## config.mk

```make
export PLATFORM = sky130hd
export DESIGN_NAME = lcgs_top
export DESIGN_NICKNAME = d
export VERILOG_FILES = /design/src/lcgs_gate.v /design/src/lcgs_top.v
export VERILOG_INCLUDE_DIRS = /design/src
export SDC_FILE = /design/constraint.sdc
export NUM_CORES = 1
export LEC_CHECK = 0
export BUFFER_PORTS_ARGS = -buffer_cell sky130_fd_sc_hd__buf_2
export CELL_PAD_IN_SITES_DETAIL_PLACEMENT = 1
export CELL_PAD_IN_SITES_GLOBAL_PLACEMENT = 1
export CORE_MARGIN = 8
export CORE_UTILIZATION = 37
export CTS_CLUSTER_DIAMETER = 40
export CTS_CLUSTER_SIZE = 14
export DETAILED_ROUTE_END_ITERATION = 10
export PLACE_DENSITY_LB_ADDON = 0.05
export SLEW_MARGIN = 20
export SYNTH_ARGS = -nofsm -noshare
export SYNTH_HDL_FRONTEND = slang
export SYNTH_SLANG_ARGS = --single-unit
```

## constraint.sdc

```tcl
create_clock -name aclk -period 2.76 [get_ports aclk]
set_input_delay 0.276 -clock aclk [delete_from_list [all_inputs] [get_ports aclk]]
set_output_delay 0.276 -clock aclk [all_outputs]
set_load 0.05 [all_outputs]
```

## src/lcgs_regs.vh

```
// register offsets, field positions and reset values of the gate select block
`ifndef LCGS_REGS_VH
`define LCGS_REGS_VH

`define LCGS_ADDR_W          8
`define LCGS_OFF_GATE1_SEL   8'h00
`define LCGS_OFF_GATE2_SEL   8'h04
`define LCGS_OFF_GATE3_SEL   8'h08
`define LCGS_OFF_GATE4_SEL   8'h0c
`define LCGS_OFF_OUT_MIRROR  8'h10
`define LCGS_SEL_RESET       8'h00
`define LCGS_MIRROR_RESET    8'h00
`define LCGS_BIT_CELL1_COPY  0
`define LCGS_BIT_CELL2_COPY  1
`define LCGS_RESP_OKAY       2'b00
`define LCGS_RESP_SLVERR     2'b10

`endif

```

## src/lcgs_gate.v

```verilog
// one gate: and-or of selected true and inverted data inputs
module lcgs_gate (
    input  wire [7:0] sel,
    input  wire [3:0] data_in,
    output wire       gate_node
);
    wire [7:0] term;
    genvar i;
    // odd bit picks true form, even bit picks inverted form
    generate
        for (i = 0; i < 4; i = i + 1) begin : g_in
            assign term[2*i+1] = sel[2*i+1] & data_in[i];
            assign term[2*i]   = sel[2*i] & ~data_in[i];
        end
    endgenerate
    assign gate_node = |term;
endmodule // lcgs_gate

```

## src/lcgs_top.v

```verilog
// gate input select registers and cell output mirror behind an AXI4-Lite slave
`include "lcgs_regs.vh"
module lcgs_top (
    input  wire        aclk,
    input  wire        aresetn,
    input  wire [7:0]  s_axi_awaddr,
    input  wire        s_axi_awvalid,
    output reg         s_axi_awready,
    input  wire [31:0] s_axi_wdata,
    input  wire [3:0]  s_axi_wstrb,
    input  wire        s_axi_wvalid,
    output reg         s_axi_wready,
    output reg  [1:0]  s_axi_bresp,
    output reg         s_axi_bvalid,
    input  wire        s_axi_bready,
    input  wire [7:0]  s_axi_araddr,
    input  wire        s_axi_arvalid,
    output reg         s_axi_arready,
    output reg  [31:0] s_axi_rdata,
    output reg  [1:0]  s_axi_rresp,
    output reg         s_axi_rvalid,
    input  wire        s_axi_rready,
    input  wire [3:0]  data_in,
    input  wire        cell1_result,
    input  wire        cell2_result,
    output reg  [3:0]  gate_nodes
);
    // select registers, index 0..3 is gate 1..4, no reset on purpose
    reg  [7:0]  sel_q [0:3];
    // mirror of both cell results
    reg  [7:0]  mirror_q;
    reg  [7:0]  mirror_d;
    // write address and data held between take and commit
    reg  [7:0]  aw_addr_q;
    reg  [7:0]  aw_addr_d;
    reg         aw_have_q;
    reg         aw_have_d;
    reg  [31:0] w_data_q;
    reg  [31:0] w_data_d;
    reg  [3:0]  w_strb_q;
    reg  [3:0]  w_strb_d;
    reg         w_have_q;
    reg         w_have_d;
    // next values of the bus outputs and the gate outputs
    reg         awready_d;
    reg         wready_d;
    reg         bvalid_d;
    reg  [1:0]  bresp_d;
    reg         arready_d;
    reg         rvalid_d;
    reg  [31:0] rdata_d;
    reg  [1:0]  rresp_d;
    reg  [3:0]  gate_nodes_d;
    // handshakes and decoded addresses
    wire [3:0]  gate_raw;
    wire        aw_take;
    wire        w_take;
    wire        ar_take;
    wire        b_done;
    wire        r_done;
    wire        do_write;
    wire [2:0]  wr_slot;
    wire [2:0]  rd_slot;
    wire        wr_hit;
    wire        rd_hit;
    wire [1:0]  wr_idx;
    wire [1:0]  rd_idx;
    wire        wr_mirror;
    wire        rd_mirror;
    wire        low_lane;
    wire        sel_we;
    wire [7:0]  rd_sel;

    // map a byte address to a select index, bit 2 flags a hit
    function [2:0] sel_decode;
        input [7:0] addr;
        begin
            case (addr)
                `LCGS_OFF_GATE1_SEL: sel_decode = 3'h4;
                `LCGS_OFF_GATE2_SEL: sel_decode = 3'h5;
                `LCGS_OFF_GATE3_SEL: sel_decode = 3'h6;
                `LCGS_OFF_GATE4_SEL: sel_decode = 3'h7;
                default:             sel_decode = 3'h0;
            endcase
        end
    endfunction

    // true for the byte address of the output mirror
    function is_mirror;
        input [7:0] addr;
        begin
            is_mirror = (addr == `LCGS_OFF_OUT_MIRROR);
        end
    endfunction

    // handshakes of the five channels
    assign aw_take  = s_axi_awvalid && s_axi_awready;
    assign w_take   = s_axi_wvalid && s_axi_wready;
    assign ar_take  = s_axi_arvalid && s_axi_arready;
    assign b_done   = s_axi_bvalid && s_axi_bready;
    assign r_done   = s_axi_rvalid && s_axi_rready;

    // commit once both halves are in and the last response is gone
    assign do_write = aw_have_q && w_have_q && !s_axi_bvalid;

    // address decode for the held write and the incoming read
    assign wr_slot   = sel_decode(aw_addr_q);
    assign rd_slot   = sel_decode(s_axi_araddr);
    assign wr_hit    = wr_slot[2];
    assign rd_hit    = rd_slot[2];
    assign wr_idx    = wr_slot[1:0];
    assign rd_idx    = rd_slot[1:0];
    assign wr_mirror = is_mirror(aw_addr_q);
    assign rd_mirror = is_mirror(s_axi_araddr);

    // only the lowest byte lane carries a select value
    assign low_lane  = w_strb_q[0];
    assign sel_we    = do_write && wr_hit && low_lane;
    assign rd_sel    = sel_q[rd_idx];

    // gates: one instance per gate, same bit layout for all
    genvar g;
    generate
        for (g = 0; g < 4; g = g + 1) begin : g_gate
            lcgs_gate u_gate (
                .sel       (sel_q[g]),
                .data_in   (data_in),
                .gate_node (gate_raw[g])
            );
        end
    endgenerate

    // gate outputs follow the selects one clock after the write
    always @* begin
        gate_nodes_d = gate_raw;
    end

    // registered gate outputs
    always @(posedge aclk) begin
        if (!aresetn) begin
            gate_nodes <= 4'h0;
        end else begin
            gate_nodes <= gate_nodes_d;
        end
    end

    // mirror next value, upper bits forced to zero
    always @* begin
        mirror_d = `LCGS_MIRROR_RESET;
        mirror_d[`LCGS_BIT_CELL1_COPY] = cell1_result;
        mirror_d[`LCGS_BIT_CELL2_COPY] = cell2_result;
    end

    // mirror register, one clock behind the cells
    always @(posedge aclk) begin
        if (!aresetn) begin
            mirror_q <= `LCGS_MIRROR_RESET;
        end else begin
            mirror_q <= mirror_d;
        end
    end

    // write address next values: take, hold, drop on commit
    always @* begin
        aw_addr_d = aw_addr_q;
        aw_have_d = aw_have_q;
        awready_d = s_axi_awready;
        if (aw_take) begin
            aw_addr_d = s_axi_awaddr;
            aw_have_d = 1'b1;
            awready_d = 1'b0;
        end
        if (do_write) begin
            aw_have_d = 1'b0;
        end
        if (b_done) begin
            awready_d = 1'b1;
        end
    end

    // write data next values, independent of the address channel
    always @* begin
        w_data_d = w_data_q;
        w_strb_d = w_strb_q;
        w_have_d = w_have_q;
        wready_d = s_axi_wready;
        if (w_take) begin
            w_data_d = s_axi_wdata;
            w_strb_d = s_axi_wstrb;
            w_have_d = 1'b1;
            wready_d = 1'b0;
        end
        if (do_write) begin
            w_have_d = 1'b0;
        end
        if (b_done) begin
            wready_d = 1'b1;
        end
    end

    // write address and data registers, ready high when idle
    always @(posedge aclk) begin
        if (!aresetn) begin
            s_axi_awready <= 1'b1;
            s_axi_wready  <= 1'b1;
            aw_have_q     <= 1'b0;
            w_have_q      <= 1'b0;
            aw_addr_q     <= 8'h00;
            w_data_q      <= 32'h0000_0000;
            w_strb_q      <= 4'h0;
        end else begin
            s_axi_awready <= awready_d;
            s_axi_wready  <= wready_d;
            aw_have_q     <= aw_have_d;
            w_have_q      <= w_have_d;
            aw_addr_q     <= aw_addr_d;
            w_data_q      <= w_data_d;
            w_strb_q      <= w_strb_d;
        end
    end

    // write response next values, unmapped address answers slverr
    always @* begin
        bvalid_d = s_axi_bvalid;
        bresp_d  = s_axi_bresp;
        if (do_write) begin
            bvalid_d = 1'b1;
            if (wr_hit || wr_mirror) begin
                bresp_d = `LCGS_RESP_OKAY;
            end else begin
                bresp_d = `LCGS_RESP_SLVERR;
            end
        end else if (b_done) begin
            bvalid_d = 1'b0;
        end
    end

    // write response registers
    always @(posedge aclk) begin
        if (!aresetn) begin
            s_axi_bvalid <= 1'b0;
            s_axi_bresp  <= `LCGS_RESP_OKAY;
        end else begin
            s_axi_bvalid <= bvalid_d;
            s_axi_bresp  <= bresp_d;
        end
    end

    // select storage, bus reset leaves it alone so values survive it
    always @(posedge aclk) begin
        if (sel_we) begin
            sel_q[wr_idx] <= w_data_q[7:0];
        end
    end

    // read next values, answer one clock after the address is taken
    always @* begin
        arready_d = s_axi_arready;
        rvalid_d  = s_axi_rvalid;
        rdata_d   = s_axi_rdata;
        rresp_d   = s_axi_rresp;
        if (ar_take) begin
            arready_d = 1'b0;
            rvalid_d  = 1'b1;
            rresp_d   = `LCGS_RESP_OKAY;
            if (rd_hit) begin
                rdata_d = {24'h000000, rd_sel};
            end else if (rd_mirror) begin
                rdata_d = {24'h000000, mirror_q};
            end else begin
                rdata_d = 32'h0000_0000;
                rresp_d = `LCGS_RESP_SLVERR;
            end
        end else if (r_done) begin
            rvalid_d  = 1'b0;
            arready_d = 1'b1;
        end
    end

    // read channel registers, one request at a time
    always @(posedge aclk) begin
        if (!aresetn) begin
            s_axi_arready <= 1'b1;
            s_axi_rvalid  <= 1'b0;
            s_axi_rdata   <= 32'h0000_0000;
            s_axi_rresp   <= `LCGS_RESP_OKAY;
        end else begin
            s_axi_arready <= arready_d;
            s_axi_rvalid  <= rvalid_d;
            s_axi_rdata   <= rdata_d;
            s_axi_rresp   <= rresp_d;
        end
    end
endmodule // lcgs_top

```

==> results of run 1 <==
[Yosys cell counts (2+ instances only)]
| cell | instances |
|---|---|
| mux4_2 | 2 |
| nor4_1 | 2 |
| o21a_1 | 6 |
| nand2b_1 | 4 |
| or4_4 | 2 |
| nand2_1 | 44 |
| a41oi_1 | 4 |
| nor2_1 | 11 |
| clkbuf_1 | 8 |
| buf_1 | 3 |
| buf_4 | 26 |
| o21ai_0 | 8 |
| and2_1 | 5 |
| nand3_1 | 2 |
| nor3_1 | 3 |
| nand3b_1 | 2 |
| mux2i_1 | 28 |
| o21ai_1 | 6 |
| nand4b_1 | 2 |
| edfxtp_1 | 32 |
| dfxtp_1 | 40 |
| a21oi_1 | 26 |
| inv_1 | 4 |
[metal layers]
| layer | routed length, um | track usage | part of all wire |
|---|---|---|---|
| met5 | 0 | 0 | 0 |
| met2 | 3004 | 0.1939 | 0.46 |
| met4 | 62 | 0.04523 | 0.0094 |
| met3 | 449 | 0.04356 | 0.068 |
| met1 | 3081 | 0.1471 | 0.47 |
[worst max-delay path, cell delays in order (launching register included)]
cell and delay, ns:
dfxtp_1 0.31, or4_1 0.52, nor3_1 0.27, nand3b_1 0.14, nor3_1 0.16, buf_4 0.21
[state kept, by name, indices dropped and copies added, names as in the netlist]
| register | flops |
|---|---|
| s_axi_bvalid | 1 |
| s_axi_rvalid | 1 |
| aw_have_q | 1 |
| s_axi_awready | 1 |
| w_data_q | 8 |
| aw_addr_q | 8 |
| gate_nodes | 4 |
| s_axi_wready | 1 |
| s_axi_rresp | 1 |
| s_axi_arready | 1 |
| w_strb_q | 1 |
| sel_q | 32 |
| s_axi_rdata | 8 |
| s_axi_bresp | 1 |
| mirror_q | 2 |
| w_have_q | 1 |
[worst max path at each step]
stage                  from          end  slack, ns  cells past startpoint
6_report       aw_addr_q[7]  sel_q[0][5]       0.86                      5
5_1_grt        aw_addr_q[7]  sel_q[2][4]       0.64                      5
4_1_cts        aw_addr_q[7]  sel_q[2][4]       0.84                      5
3_5_place_dp   aw_addr_q[7]  sel_q[0][2]       0.86                      5
3_3_place_gp   aw_addr_q[7]  sel_q[2][3]       0.86                      5
2_1_floorplan  s_axi_bvalid  sel_q[0][0]       0.59                      4
[layout make-up]
class                   instances  area (um2)  area share
inverters                       5       18.77    0.005369
well taps                     105       131.4     0.03758
multi-input cells             186        1084      0.3100
clock buffers                  16       190.2     0.05440
repair buffers                 60       310.3     0.08876
flip-flops and latches         72        1762      0.5039
[power breakdown]
| part | leakage [nW] | total, mW | switching, mW | internal (mW) |
|---|---|---|---|---|
| combinational | 0.745 | 0.263 | 0.198 | 0.0652 |
| sequential | 0.595 | 1.17 | 0.0223 | 1.14 |
| clock | 0.0970 | 0.781 | 0.354 | 0.427 |
| total | 1.44 | 2.21 | 0.575 | 1.64 |
[cells by family (layout without fill, tap and decap cells)]
| kind of cell | Yosys count | in the layout | share of synthesized area |
|---|---|---|---|
| flops | 72 | 72 | 0.5850 |
| buf+inv | 43 | 81 | 0.08641 |
| compound gates | 52 | 52 | 0.09888 |
| simple gates | 78 | 78 | 0.1205 |
| mux | 30 | 30 | 0.1080 |
| other cells | 1 | 26 | 0.001245 |
==> reports/metrics.yaml, run 1 <==
status: "finished clean"
clockRootBuffer: "clkbuf_8"
cts_tree: "done"
power_density_nw_per_um2: 632.3
syn_to_final_growth_pct: 16.08
holdCritStartpoint: "cell1_result"
cp-start-kind: "flop"
fin_setup_tns_ns: 0
std_cell_rows: 33
skew_ns: 0.006036
slew_headroom: 0.5782
die_h_um: 106.2
gp_routability_congestion: 0.7133
ant_nets: 0
firstDrtPassIters: 4
nFillCells: 929
grt_antenna_before_repair: 0
syn-instance-count: 276
timing.hold.ws_ns: 0.1492
yosysWarnings: 0
place_ws_ns: 0.8552
cts_sinks: 72
die_w_um: 106.2
grt_pass1_vias: 2206
synth_edf_count: 32
clock_latency_ns: 0.33
required_ns: 2.80
initial_utilization: 0.3740
clockBufferDepth: 2
path_class: "flop to flop"
finalNetCount: 399
yosysSeqAreaShare: 0.5850
coreArea_um2: 8051
path_clk_slew_ns: 0.07
dpl_cell_area_um2: 3306
cts_hold_buf: 0
synth-main-ff-cell: "dfxtp_1"
worstReg2RegEnd: "sel_q[0][5]"
ctsResizeCount: 0
leakagePower_nw: 1.438
postLayoutSetupSlackWorst_ns: 0.8626
mostFrequentLayoutCells: "buf_2 (56), nand2_1 (44), dfxtp_1 (40), edfxtp_1 (32), mux2i_1 (28)"
ys_async_sr_fraction: 0
ioPinCount: 110
wl_per_cell_um: 14.86
max_freq_mhz: 527.0
path_max_fanout: 8
routed_wl_um: 6597
rsz0062_at_grt: "false"
yosysUniqueCellTypes: 29
period_needed_ns: 1.897
r2r_start: "aw_addr_q[7]"
cp-end-kind: "flop"
drv_slew: 0
r2r_slack_ns: 0.86
numCtsBuffers: 9
grt_max_degree: 29
grt_usage: 0.1214
synth.top_cell.area_share: 0.3191
ir_worst_vdd_uv: 283.1
numPortBuffers: 56
final_util: 0.4342
tightest_slew_ns: 0.6269
syn-cell-area_um2: 3012
antenna_cells: 0
grt-ovfl-total: 0
yosysTopAreaCell: "edfxtp_1"
htreeDepth: 3
cp.arrival_ns: 1.94
postCtsSetupRepairBufs: 0
remaining_drc_errors: 0
reg2reg_depth: 5
timing.final.crit_share: 0.6875
drt-initial-drc-count: 67
instances_no_fill: 444
hold_class: "input port to flop"
setup_viol_count_final: 0
placed_cells: 428
ys_seq_elements: 72
num_vias: 2045
cap_viol_max_count: 0
finalPower_mw: 2.210
holdPathStages: 2
final_common_cell: "buf_2"
drt-vias-per-instance: 4.606
hold_end: "mirror_q[0]"
dp_hpwl_um: 5162
synth_area_leaders: "edfxtp_1 (32%), dfxtp_1 (27%), mux2i_1 (9.3%)"
drive_gt1_frac: 0.2301
finalInstanceArea_um2: 3496
synth.avg_cell_area_um2: 10.91
grt_first_pass_wirelength_um: 10840
finalHoldViolCount: 0
die_area_um2: 11280
Power figures use the tool's default switching activity.
==> run 2: changes to the inputs <==
Settings changed: ABC_AREA set to 1, CORE_UTILIZATION 37 to 33.
Clock period 2.76 ns to 1.7 ns, I/O delays scaled along.
==> reports/metrics.yaml, run 2 <==
r2r_slack_ns: 0.10  # -0.76 ns
yosysWarnings: 0  # unchanged
grt_max_degree: 25  # -14%
numCtsBuffers: 9  # unchanged
skew_ns: 0.01411  # +0.008075 ns
drt-initial-drc-count: 59  # -12%
instances_no_fill: 563  # +27%
die_area_um2: 13220  # +17%
wl_met3_um: 456  # +1.6%
top_layer: "met4"
route.met2.wl_um: 3496  # +16%
ioPinCount: 110  # unchanged
final_util: 0.4033  # -0.03089
multi_input_comb_area_um2: 1169  # +7.9%
grt_pass1_vias: 2496  # +13%
ys_async_sr_fraction: 0  # unchanged
path_class: "flop to flop"
std_cell_rows: 36  # +9.1%
firstDrtPassIters: 4  # unchanged
synthSimpleGateAreaFrac: 0.1873  # +0.06682
grt_first_pass_wirelength_um: 12500  # +15%
coreArea_um2: 9639  # +20%
finalNetCount: 490  # +23%
leakagePower_nw: 1.761  # +22%
syn-instance-count: 358  # +30%
drt-vias-per-instance: 4.368  # -5.2%
max_stage_delay_ns: 0.34  # -0.18 ns
synth_mux_area_frac: 0.02167  # -0.08635
critPathLaunch: "aw_addr_q[6]"
cp-end-kind: "flop"
r2r_start: "aw_addr_q[6]"
remaining_drc_errors: 0  # unchanged
drv_slew: 0  # unchanged
mostFrequentLayoutCells: "nand2_1 (62), buf_2 (56), dfxtp_1 (37), nor2_1 (36), inv_1 (33)"
max_freq_mhz: 626.3  # +19%
critPathTopFamily: "simple AND/OR/NAND/NOR gates"
path_clk_slew_ns: 0.09  # +0.02 ns
cts_sinks: 72  # unchanged
critPathBufInv: 3  # +2
synth_top_family_by_area: "simple AND/OR/NAND/NOR gates"
wl_met1_um: 3764  # +22%
grt_antenna_before_repair: 0  # unchanged
placed_cells: 543  # +27%
reg2reg_depth: 10  # +5
grt_usage: 0.1208  # -0.0005612
cap_viol_max_count: 0  # unchanged
ys_seq_elements: 72  # unchanged
seq_area_um2: 1765  # +0.21%
worstPathCellList: "nor2_1, nand2_2, inv_2, nand3_2, inv_2, a21oi_1, nand2_1, nand3_2, nor2_1, buf_4"
die_h_um: 115.0  # +8.2%
gp_routability_congestion: 0.8359  # +17%
ir_worst_vdd_uv: 394.2  # +39%
path_max_fanout: 8  # unchanged
slowest_stage: "dfxtp_2"
top_register: "sel_q"
grt-ovfl-total: 0  # unchanged
initial_utilization: 0.3354  # -0.03864
period_needed_ns: 1.597  # -0.3009 ns
syn_to_final_growth_pct: 20.24
clockRootBuffer: "clkbuf_8"
wl_per_cell_um: 13.99  # -5.9%
cp-start-kind: "flop"
dpl_cell_area_um2: 3597  # +8.8%
clock_latency_ns: 0.34  # about the same
yosysSeqAreaShare: 0.5449  # -0.04007
hold_class: "input port to flop"
drive_gt1_frac: 0.2581  # +0.02805
yosysUniqueCellTypes: 32  # +10%
htreeDepth: 3  # unchanged
finalInstanceArea_um2: 3887  # +11%
die_w_um: 115.0  # +8.2%
endpoint: "sel_q[3][5]"
clockBufferDepth: 2  # unchanged
synth_compound_area_frac: 0.1146  # +0.01567
worstReg2RegEnd: "sel_q[3][5]"
setup_viol_count_final: 0  # unchanged
power_density_nw_per_um2: 1026  # +62%
yosysTopAreaCell: "edfxtp_1"
syn-cell-area_um2: 3233  # +7.4%
synth.top_cell.area_share: 0.2972  # -0.02186
final_common_cell: "nand2_1"
ant_nets: 0  # unchanged
numPortBuffers: 56  # unchanged
cp.depth: 10  # +5
synthAdderAreaFrac: 0  # unchanged
finalHoldViolCount: 0  # unchanged
postLayoutSetupSlackWorst_ns: 0.1034  # -0.7591 ns
antenna_cells: 0  # unchanged
yosys-top-cells-count: "nand2_1 (64), dfxtp_1 (40), nor2_1 (38)"
num_vias: 2459  # +20%
largest_reg_flops: 32  # unchanged
cts_tree: "done"
yosysMostFrequentCell: "nand2_1"
status: "finished clean"
synth.avg_cell_area_um2: 9.031  # -17%
synth-xor-area-share: 0  # unchanged
synth_edf_count: 32  # unchanged
place_ws_ns: 0.1233  # -0.7319 ns
fin_setup_tns_ns: 0  # unchanged
cp.arrival_ns: 1.64  # -0.30 ns
synth_area_leaders: "edfxtp_1 (30%), dfxtp_1 (25%), nand2_1 (7.4%)"
timing.final.crit_share: 0.9392  # +0.2517
nFillCells: 1161  # +25%
synth-main-ff-cell: "dfxtp_1"
routed_wl_um: 7875  # +19%
required_ns: 1.75  # -1.05 ns
dp_hpwl_um: 6185  # +20%
-- run 2: changes by cell type in the layout (fill, tap and decap cells not counted), moves of 5 or more --
cell	change
inv_1	+29
nor2_1	+25
o21ai_0	+24
mux2i_1	-21
nand3_1	+19
nand2_1	+18
a21oi_1	-15
a21oi_2	+6
o2111ai_1	+6
o21ai_1	-6
and2_1	-5
o21a_1	-5
-- run 2: cell families (layout without fill, tap and decap cells) --
| kind of cell | after synthesis | count (layout) |
|---|---|---|
| other | 1 | 26 |
| multiplexers | 7 | 7 |
| AO/OA/AOI/OAI | 61 | 61 |
| flip-flops | 72 | 72 |
| AND/OR/NAND/NOR | 141 | 141 |
| buffers and inverters | 76 | 123 |
-- run 2: worst min path at each step --
stage	to	startpoint	slack, ns	cells past startpoint
2_1_floorplan	mirror_q[0]	cell1_result	0.27	2
3_3_place_gp	mirror_q[1]	cell2_result	0.35	3
3_5_place_dp	mirror_q[1]	cell2_result	0.36	3
4_1_cts	s_axi_arready	aresetn	0.02	2
5_1_grt	s_axi_arready	aresetn	0.02	2
6_report	s_axi_arready	aresetn	0.04	2
-- run 2: timing repair --
item,4_1_cts,5_1_grt
hold buffers,2,0
hold endpoints to repair,2,0
buffers inserted,0,2
setup endpoints to repair,0,16
gates resized for setup,0,13
-- run 2: metrics by stage --
| step | hold WS [ns] | power, mW |
|---|---|---|
| after CTS | 0.02378 | 4.026 |
| after global routing | 0.02129 | 4.198 |
| after floorplan | 0.2676 | 2.381 |
| after detailed placement | 0.3621 | 2.472 |
| after global placement | 0.3508 | 2.461 |
| final | 0.03547 | 3.990 |
-- run 2: routing by layer --
layer  global-route usage  vias up
li1                     -     1270
met1               0.1506     1114
met2               0.1882       63
met3              0.03466       12
met4              0.05779        0
met5                    0        -
-- run 2: where the power goes --
| group | leakage, nW | switching, mW | total (mW) | internal, mW |
|---|---|---|---|---|
| Clock | 0.110 | 0.693 | 1.53 | 0.842 |
| Combinational | 1.03 | 0.394 | 0.528 | 0.134 |
| Sequential | 0.619 | 0.0497 | 1.93 | 1.88 |
| Total | 1.76 | 1.14 | 3.99 | 2.85 |
-- run 2: final cells by class --
type	count	area share
timing repair buffer	68	0.1030
clock inverter	7	0.02639
tap	133	0.04281
inverter	39	0.04120
clock buffer	9	0.03186
sequential	72	0.4541
multi-input combinational	235	0.3006
